--- src/inc/cftr_pkg.sv ---
// constants and types shared by the converter fault telemetry block
package cftr_pkg;

   // ==========================================================
   // register offsets (command byte values)
   localparam logic [7:0]  FAULT_STATUS_AND_LOG_OFS   = 8'h79;
   localparam logic [7:0]  INPUT_VOLTAGE_READING_OFS  = 8'h88;
   localparam logic [7:0]  OUTPUT_VOLTAGE_READING_OFS = 8'h8b;

   // ==========================================================
   // values after reset, and the value read at unmapped offsets
   localparam logic [15:0] FAULT_STATUS_AND_LOG_RST   = 16'h0000;
   localparam logic [15:0] INPUT_VOLTAGE_READING_RST  = 16'h0000;
   localparam logic [15:0] OUTPUT_VOLTAGE_READING_RST = 16'h0000;
   localparam logic [15:0] UNMAPPED_READ_VALUE        = 16'h0000;

   // ==========================================================
   // status word fields
   localparam int          NUM_FAULTS        = 5;
   localparam int          LIVE_LSB          = 0;
   localparam int          LOG_LSB           = 8;
   localparam int          INPUT_LOW_POS     = 0;
   localparam int          INPUT_HIGH_POS    = 1;
   localparam int          REGULATION_POS    = 2;
   localparam int          OVERCURRENT_POS   = 3;
   localparam int          OVERTEMP_POS      = 4;

   // ==========================================================
   // two-wire address bytes (write form, bit 0 is read/write)
   localparam logic [7:0]  ADDR_BYTE_FLOAT   = 8'h02;
   localparam logic [7:0]  ADDR_BYTE_GND     = 8'h06;
   localparam logic [3:0]  BITS_PER_BYTE     = 4'h8;
   localparam logic [3:0]  LAST_TX_BIT       = 4'h7;

   // ==========================================================
   // protection thresholds, millivolts / milliamps / degrees
   localparam logic [15:0] INPUT_LOW_OFF_MV  = 16'h396c;
   localparam logic [15:0] INPUT_LOW_ON_MV   = 16'h3cf0;
   localparam logic [15:0] INPUT_HIGH_OFF_MV = 16'ha3ac;
   localparam logic [15:0] INPUT_HIGH_ON_MV  = 16'h94d4;
   localparam logic [15:0] OUTPUT_VOLTAGE_READING_NOMINAL_MV   = 16'h6d60;
   localparam logic [15:0] OUTPUT_VOLTAGE_READING_SHORT_MV     = 16'(32'(OUTPUT_VOLTAGE_READING_NOMINAL_MV) / 2);
   localparam logic [15:0] OUTPUT_VOLTAGE_READING_OVP_MV       = 16'(32'(OUTPUT_VOLTAGE_READING_NOMINAL_MV) * 6 / 5);
   localparam logic [15:0] OVERCURRENT_LIMIT_MA = 16'h36b0;
   localparam logic signed [15:0] OVERTEMP_TRIP_C = 16'sh007d;
   localparam logic signed [15:0] OVERTEMP_HYST_C = 16'sh000a;

   // ==========================================================
   // slave sequencer states, one-hot
   typedef enum logic [7:0] {
      ST_IDLE    = 8'h01,
      ST_ADDR    = 8'h02,
      ST_ADDR_ACK = 8'h04,
      ST_CMD     = 8'h08,
      ST_CMD_ACK = 8'h10,
      ST_TX      = 8'h20,
      ST_TX_ACK  = 8'h40,
      ST_IGNORE  = 8'h80
   } cftr_state_t;

endpackage

--- src/rtl/cftr_sync.sv ---
// three-stage input synchroniser with agreement filter
`timescale 1ns/100ps
`default_nettype none
module cftr_sync
   import cftr_pkg::*;
#(
   parameter int               WIDTH = 1,
   parameter logic [WIDTH-1:0] INIT  = '1
)
(
   // clock and reset
   input  wire logic             clk_in,
   input  wire logic             rst_n_in,
   // pins
   input  wire logic [WIDTH-1:0] async_in,
   output logic      [WIDTH-1:0] level_out
);

   // ==========================================================
   // stages
   logic [WIDTH-1:0] meta_q;
   logic [WIDTH-1:0] s2_q;
   logic [WIDTH-1:0] s3_q;
   logic [WIDTH-1:0] level_q;
   logic [WIDTH-1:0] agree;

   // a change counts only once stages two and three agree
   assign agree = ~(s2_q ^ s3_q);

   always_ff @(posedge clk_in or negedge rst_n_in)
   begin
      if (!rst_n_in)
      begin
         meta_q  <= INIT;
         s2_q    <= INIT;
         s3_q    <= INIT;
         level_q <= INIT;
      end
      else
      begin
         meta_q  <= async_in;
         s2_q    <= meta_q;
         s3_q    <= s2_q;
         level_q <= (agree & s3_q) | (~agree & level_q);
      end
   end

   assign level_out = level_q;

endmodule
`default_nettype wire

--- src/rtl/cftr_fault_eval.sv ---
// live shutdown fault evaluation with hysteresis
`timescale 1ns/100ps
`default_nettype none
module cftr_fault_eval
   import cftr_pkg::*;
(
   // clock and reset
   input  wire logic                  clk_in,
   input  wire logic                  rst_n_in,
   // measurements
   input  wire logic [15:0]           vin_mv_in,
   input  wire logic [15:0]           output_voltage_reading_mv_in,
   input  wire logic [15:0]           iout_ma_in,
   input  wire logic signed [15:0]    temp_c_in,
   input  wire logic                  remote_off_in,
   // results
   output logic      [NUM_FAULTS-1:0] live_out,
   output logic                       shutdown_out
);

   // ==========================================================
   // comparators
   logic [NUM_FAULTS-1:0] live_q;
   logic [NUM_FAULTS-1:0] live_d;
   logic                  shutdown_q;
   logic                  run_ok;
   logic signed [15:0]    temp_clear;

   // overtemperature clears only once cooled by the hysteresis step
   assign temp_clear = OVERTEMP_TRIP_C - OVERTEMP_HYST_C;

   // output only regulates while input is good and enabled
   assign run_ok = ~live_q[INPUT_LOW_POS] & ~live_q[INPUT_HIGH_POS] & ~remote_off_in;

   assign live_d[INPUT_LOW_POS]   = (vin_mv_in < INPUT_LOW_OFF_MV)
                                  | (live_q[INPUT_LOW_POS] & (vin_mv_in <= INPUT_LOW_ON_MV));
   assign live_d[INPUT_HIGH_POS]  = (vin_mv_in > INPUT_HIGH_OFF_MV)
                                  | (live_q[INPUT_HIGH_POS] & (vin_mv_in >= INPUT_HIGH_ON_MV));
   assign live_d[REGULATION_POS]  = run_ok
                                  & ((output_voltage_reading_mv_in < OUTPUT_VOLTAGE_READING_SHORT_MV) | (output_voltage_reading_mv_in > OUTPUT_VOLTAGE_READING_OVP_MV));
   assign live_d[OVERCURRENT_POS] = iout_ma_in > OVERCURRENT_LIMIT_MA;
   assign live_d[OVERTEMP_POS]    = (temp_c_in > OVERTEMP_TRIP_C)
                                  | (live_q[OVERTEMP_POS] & (temp_c_in >= temp_clear));

   always_ff @(posedge clk_in or negedge rst_n_in)
   begin
      if (!rst_n_in)
      begin
         live_q     <= '0;
         shutdown_q <= 1'b1;
      end
      else
      begin
         live_q     <= live_d;
         shutdown_q <= (|live_d) | remote_off_in;
      end
   end

   assign live_out     = live_q;
   assign shutdown_out = shutdown_q;

endmodule
`default_nettype wire

--- src/rtl/cftr_top.sv ---
// converter fault telemetry register bank behind a two-wire read-only slave
//
// Operation
// - status word at 0x79: live low, log high
// - any live bit set means output off
// - bit 0 input low, with hysteresis
// - bit 1 input high, with hysteresis
// - bit 2 output voltage out of band, only while input good and remote on
// - bit 3 output current above shutdown limit
// - bit 4 temperature above trip point
// - bits 8 to 12 log past faults
// - log cleared only by power or remote off
// - input voltage reading at 0x88, 1 mV steps
// - output voltage reading at 0x8b, 1 mV steps
// - low byte holds low eight bits
// - slave only, 100 kHz, reads only
// - address 0x2 floating, 0x6 grounded
`timescale 1ns/100ps
`default_nettype none
module cftr_top
   import cftr_pkg::*;
(
   // clock and reset
   input  wire logic        clk_in,
   input  wire logic        rst_n_in,
   // two-wire bus pins
   input  wire logic        scl_in,
   input  wire logic        sda_in,
   output logic             sda_out,
   output logic             sda_oe_n_out,
   // strap and control pins
   input  wire logic        addr_sel_in,
   input  wire logic        remote_on_n_in,
   // measurements from the converter front end
   input  wire logic [15:0] vin_mv_in,
   input  wire logic [15:0] output_voltage_reading_mv_in,
   input  wire logic [15:0] iout_ma_in,
   input  wire logic [15:0] temp_c_in,
   // converter control
   output logic             output_off_out
);

   // ==========================================================
   // reset release
   logic rst_meta_q;
   logic rst_sync_q;
   logic rst_n;

   always_ff @(posedge clk_in or negedge rst_n_in)
   begin
      if (!rst_n_in)
      begin
         rst_meta_q <= 1'b0;
         rst_sync_q <= 1'b0;
      end
      else
      begin
         rst_meta_q <= 1'b1;
         rst_sync_q <= rst_meta_q;
      end
   end

   assign rst_n = rst_sync_q;

   // ==========================================================
   // pin synchronisers
   logic [3:0] pins_f;
   logic       scl_f;
   logic       sda_f;
   logic       remote_off;
   logic       addr_float;

   cftr_sync #(
      .WIDTH (4),
      .INIT  (4'hf)
   ) u_pin_sync (
      .clk_in    (clk_in),
      .rst_n_in  (rst_n),
      .async_in  ({addr_sel_in, remote_on_n_in, sda_in, scl_in}),
      .level_out (pins_f)
   );

   assign scl_f      = pins_f[0];
   assign sda_f      = pins_f[1];
   // floating on/off pin reads high and means off
   assign remote_off = pins_f[2];
   assign addr_float = pins_f[3];

   // ==========================================================
   // live faults and shutdown
   logic [NUM_FAULTS-1:0] live;

   cftr_fault_eval u_fault_eval (
      .clk_in        (clk_in),
      .rst_n_in      (rst_n),
      .vin_mv_in     (vin_mv_in),
      .output_voltage_reading_mv_in    (output_voltage_reading_mv_in),
      .iout_ma_in    (iout_ma_in),
      .temp_c_in     (temp_c_in),
      .remote_off_in (remote_off),
      .live_out      (live),
      .shutdown_out  (output_off_out)
   );

   // ==========================================================
   // register bank
   logic [NUM_FAULTS-1:0] log_q;
   logic [NUM_FAULTS-1:0] log_d;
   logic [15:0]           vin_q;
   logic [15:0]           output_voltage_reading_q;
   logic [15:0]           status_word;

   // a fault arriving with the clear still lands in the log
   assign log_d = (remote_off ? '0 : log_q) | live;

   // reserved bits are tied low
   assign status_word = {3'h0, log_q, 3'h0, live};

   always_ff @(posedge clk_in or negedge rst_n)
   begin
      if (!rst_n)
      begin
         log_q  <= FAULT_STATUS_AND_LOG_RST[LOG_LSB +: NUM_FAULTS];
         vin_q  <= INPUT_VOLTAGE_READING_RST;
         output_voltage_reading_q <= OUTPUT_VOLTAGE_READING_RST;
      end
      else
      begin
         log_q  <= log_d;
         vin_q  <= vin_mv_in;
         output_voltage_reading_q <= output_voltage_reading_mv_in;
      end
   end

   // ==========================================================
   // bus events
   logic scl_prev_q;
   logic sda_prev_q;
   logic scl_rise;
   logic scl_fall;
   logic bus_start;
   logic bus_stop;

   assign scl_rise  = scl_f & ~scl_prev_q;
   assign scl_fall  = ~scl_f & scl_prev_q;
   assign bus_start = scl_f & scl_prev_q & sda_prev_q & ~sda_f;
   assign bus_stop  = scl_f & scl_prev_q & ~sda_prev_q & sda_f;

   always_ff @(posedge clk_in or negedge rst_n)
   begin
      if (!rst_n)
      begin
         scl_prev_q <= 1'b1;
         sda_prev_q <= 1'b1;
      end
      else
      begin
         scl_prev_q <= scl_f;
         sda_prev_q <= sda_f;
      end
   end

   // ==========================================================
   // read decode
   logic [7:0]  own_addr;
   logic        addr_match;
   logic        sel_status;
   logic        sel_vin;
   logic        sel_output_voltage_reading;
   logic [15:0] rd_word;

   logic [7:0]  ptr_q;
   logic [7:0]  shift_q;

   assign own_addr   = addr_float ? ADDR_BYTE_FLOAT : ADDR_BYTE_GND;
   assign addr_match = shift_q[7:1] == own_addr[7:1];
   assign sel_status = ptr_q == FAULT_STATUS_AND_LOG_OFS;
   assign sel_vin    = ptr_q == INPUT_VOLTAGE_READING_OFS;
   assign sel_output_voltage_reading   = ptr_q == OUTPUT_VOLTAGE_READING_OFS;
   assign rd_word    = sel_status ? status_word
                     : sel_vin    ? vin_q
                     : sel_output_voltage_reading   ? output_voltage_reading_q
                     : UNMAPPED_READ_VALUE;

   // ==========================================================
   // slave sequencer
   cftr_state_t state_q;
   cftr_state_t state_d;
   logic [3:0]  cnt_q;
   logic [3:0]  cnt_d;
   logic [7:0]  shift_d;
   logic [7:0]  ptr_d;
   logic [7:0]  tx_q;
   logic [7:0]  tx_d;
   logic [15:0] word_q;
   logic [15:0] word_d;
   logic        hi_q;
   logic        hi_d;
   logic        nack_q;
   logic        nack_d;
   logic        drive_q;
   logic        drive_d;
   logic [7:0]  next_byte;

   // low byte goes first, then high byte
   assign next_byte = hi_q ? word_q[15:8] : word_q[7:0];

   always_comb
   begin
      state_d = state_q;
      cnt_d   = cnt_q;
      shift_d = shift_q;
      ptr_d   = ptr_q;
      tx_d    = tx_q;
      word_d  = word_q;
      hi_d    = hi_q;
      nack_d  = nack_q;
      drive_d = drive_q;
      if (bus_stop)
      begin
         state_d = ST_IDLE;
         drive_d = 1'b0;
      end
      else if (bus_start)
      begin
         state_d = ST_ADDR;
         cnt_d   = 4'h0;
         drive_d = 1'b0;
      end
      else if (scl_rise)
      begin
         if (state_q == ST_ADDR || state_q == ST_CMD)
         begin
            shift_d = {shift_q[6:0], sda_f};
            cnt_d   = 4'(cnt_q + 4'h1);
         end
         if (state_q == ST_TX_ACK)
         begin
            nack_d = sda_f;
         end
      end
      else if (scl_fall)
      begin
         unique case (state_q)
            ST_ADDR:
            begin
               if (cnt_q == BITS_PER_BYTE)
               begin
                  // pair is captured whole so both bytes match
                  state_d = addr_match ? ST_ADDR_ACK : ST_IGNORE;
                  drive_d = addr_match;
                  word_d  = rd_word;
                  hi_d    = 1'b0;
               end
            end
            ST_ADDR_ACK:
            begin
               cnt_d = 4'h0;
               if (shift_q[0])
               begin
                  state_d = ST_TX;
                  tx_d    = next_byte;
                  drive_d = ~next_byte[7];
                  hi_d    = 1'b1;
               end
               else
               begin
                  state_d = ST_CMD;
                  drive_d = 1'b0;
               end
            end
            ST_CMD:
            begin
               if (cnt_q == BITS_PER_BYTE)
               begin
                  ptr_d   = shift_q;
                  state_d = ST_CMD_ACK;
                  drive_d = 1'b1;
               end
            end
            ST_CMD_ACK:
            begin
               // data bytes after the pointer are never acknowledged
               state_d = ST_IGNORE;
               drive_d = 1'b0;
            end
            ST_TX:
            begin
               if (cnt_q == LAST_TX_BIT)
               begin
                  state_d = ST_TX_ACK;
                  drive_d = 1'b0;
               end
               else
               begin
                  cnt_d   = 4'(cnt_q + 4'h1);
                  tx_d    = {tx_q[6:0], 1'b0};
                  drive_d = ~tx_q[6];
               end
            end
            ST_TX_ACK:
            begin
               if (nack_q)
               begin
                  state_d = ST_IGNORE;
               end
               else
               begin
                  state_d = ST_TX;
                  cnt_d   = 4'h0;
                  tx_d    = next_byte;
                  drive_d = ~next_byte[7];
                  hi_d    = ~hi_q;
               end
            end
            ST_IDLE,
            ST_IGNORE:
            begin
               state_d = state_q;
            end
            default:
            begin
               state_d = ST_IDLE;
               drive_d = 1'b0;
            end
         endcase
      end
   end

   always_ff @(posedge clk_in or negedge rst_n)
   begin
      if (!rst_n)
      begin
         state_q <= ST_IDLE;
         cnt_q   <= 4'h0;
         shift_q <= 8'h00;
         ptr_q   <= 8'h00;
         tx_q    <= 8'h00;
         word_q  <= 16'h0000;
         hi_q    <= 1'b0;
         nack_q  <= 1'b0;
         drive_q <= 1'b0;
      end
      else
      begin
         state_q <= state_d;
         cnt_q   <= cnt_d;
         shift_q <= shift_d;
         ptr_q   <= ptr_d;
         tx_q    <= tx_d;
         word_q  <= word_d;
         hi_q    <= hi_d;
         nack_q  <= nack_d;
         drive_q <= drive_d;
      end
   end

   // ==========================================================
   // open-drain pin: only ever pulls low, never drives high
   assign sda_out      = 1'b0;
   assign sda_oe_n_out = ~drive_q;

endmodule
`default_nettype wire

--- config.mk ---
export PLATFORM = sky130hd
export DESIGN_NAME = cftr_top
export DESIGN_NICKNAME = d
export VERILOG_FILES = /design/src/inc/cftr_pkg.sv /design/src/rtl/cftr_sync.sv /design/src/rtl/cftr_fault_eval.sv /design/src/rtl/cftr_top.sv
export SDC_FILE = /design/constraint.sdc
export NUM_CORES = 1
export LEC_CHECK = 0
export ABC_AREA = 1
export BUFFER_PORTS_ARGS = -buffer_cell sky130_fd_sc_hd__buf_2
export CAP_MARGIN = 10
export CORE_AREA = 2 2 111 113
export DETAILED_ROUTE_END_ITERATION = 7
export DIE_AREA = 0 0 113 115
export PLACE_DENSITY = 0.69
export SYNTH_ARGS = -nofsm -noshare
export SYNTH_HDL_FRONTEND = slang
export SYNTH_HIERARCHICAL = 1
export SYNTH_SLANG_ARGS = --single-unit
--- constraint.sdc ---
create_clock -name clk_in -period 4.6 [get_ports clk_in]
set_input_delay 0.69 -clock clk_in [delete_from_list [all_inputs] [get_ports clk_in]]
set_output_delay 0.69 -clock clk_in [all_outputs]
set_load 0.05 [all_outputs]
==> metrics.md, run 1 <==
| Metric | Value |
|---|---|
| Crit path capture type | flip-flop |
| DR WL/cell | 13.1 um |
| Met1 capacity usage during global routing | 28.0% |
| Core footprint | 11,800 sq um |
| ANT cells | 0 |
| Worst EP required | 4.89 ns |
| Final Max Slew Viols | 0 |
| Routed WL | 12.7 mm |
| Boundary pin count | 73 |
| Number of global-route vias before repair | 4,646 |
| Via count | 4,786 |
| Clk root buf | clkbuf_16 |
| Pint | 1.90 mW |
| Clk network pwr share | 46.6% |
| GRT busiest layer | met2 |
| # hold bufs at CTS | 0 |
| Nets | 884 |
| 1st-pass router iterations | 5 |
| Gr ovfl total | 0 |
| Hold slack | 0.0449 ns |
| CP Class | reg2reg |
| Fin Setup TNS | 0 ns |
| Fmax | 0.514 GHz |
| # rows | 40 |
| Post-synth top flop | dfrtp_1 |
| VDD IR-drop max | 0.000232 V |
| Max Cap Viol | 0 |
| Post-CTS Resized | 0 |
| Worst slack, placed | 2.68 ns |
| Die Width | 113 um |
| Reg clk slew, reported paths | 0.06 ns |
| Pwr/cell area | 382 nW/um^2 |
| Measured slew at the worst slew-check pin | 1.01 ns |
| Post-DP HPWL | 9.54 mm |
| Pleak | 3.35 nW |
| RSZ-0062 raised after global routing | false |
| CP Data Arrival Time | 2.24 ns |
| Switch share | 26.8% |
| Avg Cell Area, Syn | 7.95 sq um |
| Met2 GRT Util | 33.2% |
| Final hold vios | 0 |
| Port buffer count | 71 |
| Yosys warns | 6 |
| Antenna violations before repair | 0 |
| Die area | 13,000 sq um |
| Setup repair bufs after CTS | 0 |
| DRC | 0 |
| Antenna-violating nets left | 0 |
| Placer Congestion | 0.899 |
| M3 GR Usage | 5.11% |
| Crit path time final | 1.95 ns |
| Fill cells | 1,074 |
| CTS tree | yes |
| Global-route wire length before repair | 21.2 mm |
| Inserted Clock Buffers | 17 |
| Post-synthesis async set-or-reset flop share | 100% |
| Relative slew margins | 32.8% |
| Vias per cell | 4.94 |
| Combinational share of power | 9.2% |
| Register area share after synthesis | 51.1% |
| Number of flops mapped to enable cells by yosys | 0 |
| Cells after Synth | 727 |
| Post-synthesis register bit count | 117 |
| Setup crit start kind | flip-flop |
| Clk_skew | 0.00970 ns |
| Sw Pwr | 0.697 mW |
| CTS H-tree lvls | 4 |
| Yosys cell types | 43 |
| GRT Overall Usage | 20.8% |
| Pin count of the biggest net entering global routing | 83 |
| Die Ht | 115 um |
| Clock Sinks | 117 |
| Tightest Hold Check Type | in2async |
| Final Worst Setup Slack | 2.65 ns |
| Post-Syn Nets | 803 |
| Clock latency on the worst-skew pair | 0.42 ns |
| Clock buffer depth | 2 |
| CP max FO | 11 |
| Cell Area, Synth | 5780 sq um |
| Reg power frac | 44.2% |
| Outcome | completed |
| Final Cycle Share | 42.3% |
| Area growth, synth to finish | 17.8% |
| # setup viols final | 0 |
| Starting Density | 48.9% |
| Share of cells above drive strength 1 | 22.8% |
| DR iter-0 viols | 310 |
-- worst max-delay path: stages (launching register included) --
cell and delay (ns):
dfstp_2 0.59, ha_1 0.22, nand3_1 0.19, nand2_1 0.25
nor2_1 0.11, nand2_1 0.11, nand3_2 0.19, nand2_1 0.11
o21ai_1 0.06
-- synth_stat cells (6+ instances only) --
library cell	number	area, sq um
nand2_1	244	916
dfrtp_1	97	2430
nor2_1	72	270
inv_1	67	251
nand3_1	51	255
o21ai_1	30	150
dfstp_2	20	526
inv_2	17	63.8
o21ai_0	17	85.1
nand2_2	14	87.6
nor2_2	13	81.3
a21oi_1	12	60.1
nand3_2	7	70.1
ha_1	6	75.1
o21bai_1	6	45.0
-- metrics by stage --
step	instances	cell area [sq um]	power [mW]	utilization [%]
2_1_floorplan	727	5780	1.32	-
3_3_place_gp	936	6260	1.40	53.0
3_5_place_dp	936	6260	1.41	53.0
4_1_cts	968	6810	2.62	57.6
5_1_grt	968	6810	2.71	57.6
6_report	968	6810	2.60	57.6
-- kinds of logic (layout without fill, tap and decap cells) --
group                      Yosys count  after routing  share of synthesized area [%]
AOI/OAI and AO/OA                   77             77                           7.40
xor gates and xnor gates             2              2                          0.303
adders and majority gates            6              6                           1.30
buffers and inverters               97            191                           6.97
DFF                                117            117                           51.1
other                                2              2                          0.130
and+or+nand+nor                    426            426                           32.8
-- sequential cells by signal (all words and copies together), names as in the netlist, named ones only --
signal                     count
cnt_q                          4
drive_q                        1
hi_q                           1
log_q                          5
nack_q                         1
output_voltage_reading_q      16
ptr_q                          8
rst_meta_q                     1
rst_n                          1
scl_prev_q                     1
sda_prev_q                     1
shift_q                        8
state_q                        8
tx_q                           7
u_fault_eval/live_out          5
u_fault_eval/shutdown_out      1
u_pin_sync/meta_q              4
u_pin_sync/s2_q                4
u_pin_sync/s3_q                4
vin_q                         16
word_q                        16
-- power groups by stage --
stage / clock [mW] / sequential [mW] / combinational (mW)
2_1_floorplan: 0 / 1.16 / 0.163
4_1_cts: 1.23 / 1.15 / 0.242
6_report: 1.21 / 1.15 / 0.240
3_3_place_gp: 0 / 1.16 / 0.233
5_1_grt: 1.28 / 1.16 / 0.275
3_5_place_dp: 0 / 1.17 / 0.240
-- layer usage --
layer  part of all wire [%]  vias up
met5                      0        -
met4                    1.3        0
met3                    4.1       14
met2                     46      111
met1                     48     2213
li1                       -     2448
-- cells in the final DEF (no fill, tap or decap), types with 13 or more instances in the layout --
| cell type | netlist | routed |
|---|---|---|
| nor2_1 | 72 | 72 |
| o21ai_0 | 17 | 17 |
| clkbuf_16 | 0 | 17 |
| nand2_1 | 244 | 244 |
| inv_1 | 67 | 67 |
| dfstp_2 | 20 | 20 |
| o21ai_1 | 30 | 30 |
| nand3_1 | 51 | 51 |
| nor2_2 | 13 | 13 |
| dfrtp_1 | 97 | 96 |
| buf_2 | 3 | 71 |
| inv_2 | 17 | 17 |
| nand2_2 | 14 | 14 |
-- cell type report --
class	instances	area, sq um	share of cell area (%)
clock buffers	19	453	6.65
multi-input cells	513	2420	35.6
repair buffers	72	363	5.33
clock inverters	13	100	1.47
well taps	147	184	2.70
inverters	87	328	4.81
flip-flops and latches	117	2960	43.4
-- worst paths after layout --
check,start,end,slack [ns],cells after the start
worst max-delay path,flip-flop,state_q[7]$_DFFE_PN0P_,2.65,8
worst min-delay path,rst_n_in,rst_n$_DFF_PN0_,0.04,1
worst max register to register,flip-flop,state_q[7]$_DFFE_PN0P_,2.65,8
worst min register to register,rst_meta_q$_DFF_PN0_,rst_n$_DFF_PN0_,0.35,0
max in group asynchronous,rst_n$_DFF_PN0_,state_q[0]$_DFFE_PN1P_,3.08,1
min in group clk_in,rst_meta_q$_DFF_PN0_,rst_n$_DFF_PN0_,0.35,0
Power figures use the tool's default switching activity.
==> run 2, diff against run 1 <==
--- a/config.mk
+++ b/config.mk
@@ -11,7 +11,7 @@
 export CORE_AREA = 2 2 111 113
 export DETAILED_ROUTE_END_ITERATION = 7
 export DIE_AREA = 0 0 113 115
-export PLACE_DENSITY = 0.69
+export PLACE_DENSITY = 0.72
 export SYNTH_ARGS = -nofsm -noshare
 export SYNTH_HDL_FRONTEND = slang
 export SYNTH_HIERARCHICAL = 1
==> constraint.sdc (replaced) <==
create_clock -name clk_in -period 1.75 [get_ports clk_in]
set_input_delay 0.2625 -clock clk_in [delete_from_list [all_inputs] [get_ports clk_in]]
set_output_delay 0.2625 -clock clk_in [all_outputs]
set_load 0.05 [all_outputs]
==> metrics.md, run 2 (synthesized netlist as in run 1, its figures left out) <==
| Metric | Value |
|---|---|
| Outcome | completed |
| Boundary pin count | 73 |
| CP dominant cell by count | nand2_1 |
| Clk root buf | clkbuf_16 |
| VDD IR-drop max | 0.000663 V |
| Crit path time final | 1.67 ns |
| # setup viols final | 0 |
| Pin count of the biggest net entering global routing | 38 |
| DRC | 0 |
| Die Ht | 115 um |
| Area growth, synth to finish | 26.3% |
| CP max FO | 5 |
| Switch share | 24.2% |
| Biggest regs | output_voltage_reading_q: 16 flops, vin_q: 16 flops, word_q: 16 flops |
| GRT Overall Usage | 22.3% |
| Pleak | 3.56 nW |
| Fmax | 0.600 GHz |
| Sw Pwr | 1.74 mW |
| Post-DP HPWL | 9.79 mm |
| Worst path top cell family by delay | simple AND/OR/NAND/NOR gates |
| DR iter-0 viols | 301 |
| Port buffer count | 71 |
| Gr ovfl total | 0 |
| Nets | 923 |
| Clock Sinks | 117 |
| Core footprint | 11,800 sq um |
| 1st-pass router iterations | 5 |
| Most common cell after layout, fill and taps aside | nand2_1 |
| Vias per cell | 5.04 |
| ANT cells | 0 |
| Via count | 5,078 |
| Antenna-violating nets left | 0 |
| Clock buffer depth | 2 |
| DR WL/cell | 13.4 um |
| CTS tree | yes |
| Number of global-route vias before repair | 4,980 |
| Placer Congestion | 0.917 |
| Reg power frac | 41.5% |
| RSZ-0062 raised after global routing | true |
| Clk network pwr share | 48.0% |
| CP Data Arrival Time | 1.95 ns |
| Total power | 7.21 mW |
| Clk_skew | 0.00925 ns |
| Worst EP required | 2.03 ns |
| Setup crit start kind | flip-flop |
| Pint | 5.47 mW |
| Crit path capture type | flip-flop |
| CP Class | reg2reg |
| Final Cycle Share | 95.3% |
| Final hold vios | 0 |
| CTS H-tree lvls | 4 |
| Global-route wire length before repair | 23.0 mm |
| Die area | 13,000 sq um |
| Crit-path cells | ha_2 > nand3_1 > nand2_2 > nor2_1 > nand2_1 > nand2_1 > nor2_4 > o21ai_0 |
| Starting Density | 48.9% |
| CP max stage cell | dfstp_2 |
| Combinational share of power | 10.5% |
| # rows | 40 |
| Fin Setup TNS | 0 ns |
| Commonest non-fill, non-tap cells in the layout | 242 x nand2_1, 95 x dfrtp_1, 71 x buf_2 |
| Tightest Hold Check Type | in2reg |
| Reg clk slew, reported paths | 0.05 ns |
| Antenna violations before repair | 0 |
| Worst path bufs/invs | 0 |
| Die Width | 113 um |
| Clock latency on the worst-skew pair | 0.41 ns |
| Final Max Slew Viols | 0 |
| Routed WL | 13.5 mm |
| Pwr/cell area | 988 nW/um^2 |
| Max Cap Viol | 0 |
| Share of cells above drive strength 1 | 24.9% |
| Inserted Clock Buffers | 17 |
| CP peak stage delay | 0.54 ns |
[run 2: path summary, 6_finish.rpt]
path | slack (ns) | startpoint | cells past startpoint | to
worst max-delay path | 0.08 | scl_prev_q$_DFF_PN1_ | 8 | state_q[3]$_DFFE_PN0P_
worst min-delay path | 0.006 | output_voltage_reading_mv_in[6] | 1 | output_voltage_reading_q[6]$_DFF_PN0_
worst max register to register | 0.08 | scl_prev_q$_DFF_PN1_ | 8 | state_q[3]$_DFFE_PN0P_
worst min register to register | 0.26 | rst_n$_DFF_PN0_ | 0 | shift_q[4]$_DFFE_PN0P_
max in group asynchronous | 0.91 | rst_n$_DFF_PN0_ | 1 | state_q[0]$_DFFE_PN1P_
min in group asynchronous | 0.16 | rst_n_in | 2 | rst_n$_DFF_PN0_
[run 2: per-layer routing]
layer / vias up / part of all wire (%) / track usage (%)
li1: 2531 / - / -
met1: 2360 / 44 / 27.3
met2: 154 / 49 / 38.4
met3: 33 / 3.9 / 4.43
met4: 0 / 3.0 / 10.2
met5: - / 0 / 0
[run 2: what timing repair did]
item,CTS,global route
pin swaps,0,1
hold buffers,22,0
gates resized for setup,1,21
buffers inserted,0,1
cloned,0,0
hold endpoints to repair,23,0
setup endpoints to repair,1,39
[run 2: layout make-up]
type,instances,area (sq um)
Fill cell,979,4510
Sequential cell,117,2960
Multi-Input combinational cell,513,2490
Timing Repair Buffer,111,739
Clock buffer,22,464
Inverter,87,332
Tap cell,147,184
Clock inverter,10,129
[run 2: stage by stage]
stage | hold slack, ns | std cells | setup WS [ns] | instance area (sq um) | utilization, %
2_1_floorplan | -0.0331 | 727 | 0.0559 | 5780 | -
3_3_place_gp | 0.0472 | 952 | 0.0829 | 6400 | 54.2
3_5_place_dp | 0.0498 | 952 | -0.0106 | 6400 | 54.2
4_1_cts | 0.00666 | 1006 | 0.0334 | 7220 | 61.1
5_1_grt | 0.00535 | 1007 | -0.0408 | 7300 | 61.8
6_report | 0.00649 | 1007 | 0.0826 | 7300 | 61.8
[run 2: power groups by stage]
stage                     Combinational [mW]  Clock, mW  Sequential (mW)
after floorplan                        0.428          0             3.04
after global placement                 0.663          0             3.03
after detailed placement               0.686          0             3.04
after CTS                              0.729       3.51             3.00
after global routing                   0.862       3.63             3.02
final                                  0.756       3.46             2.99
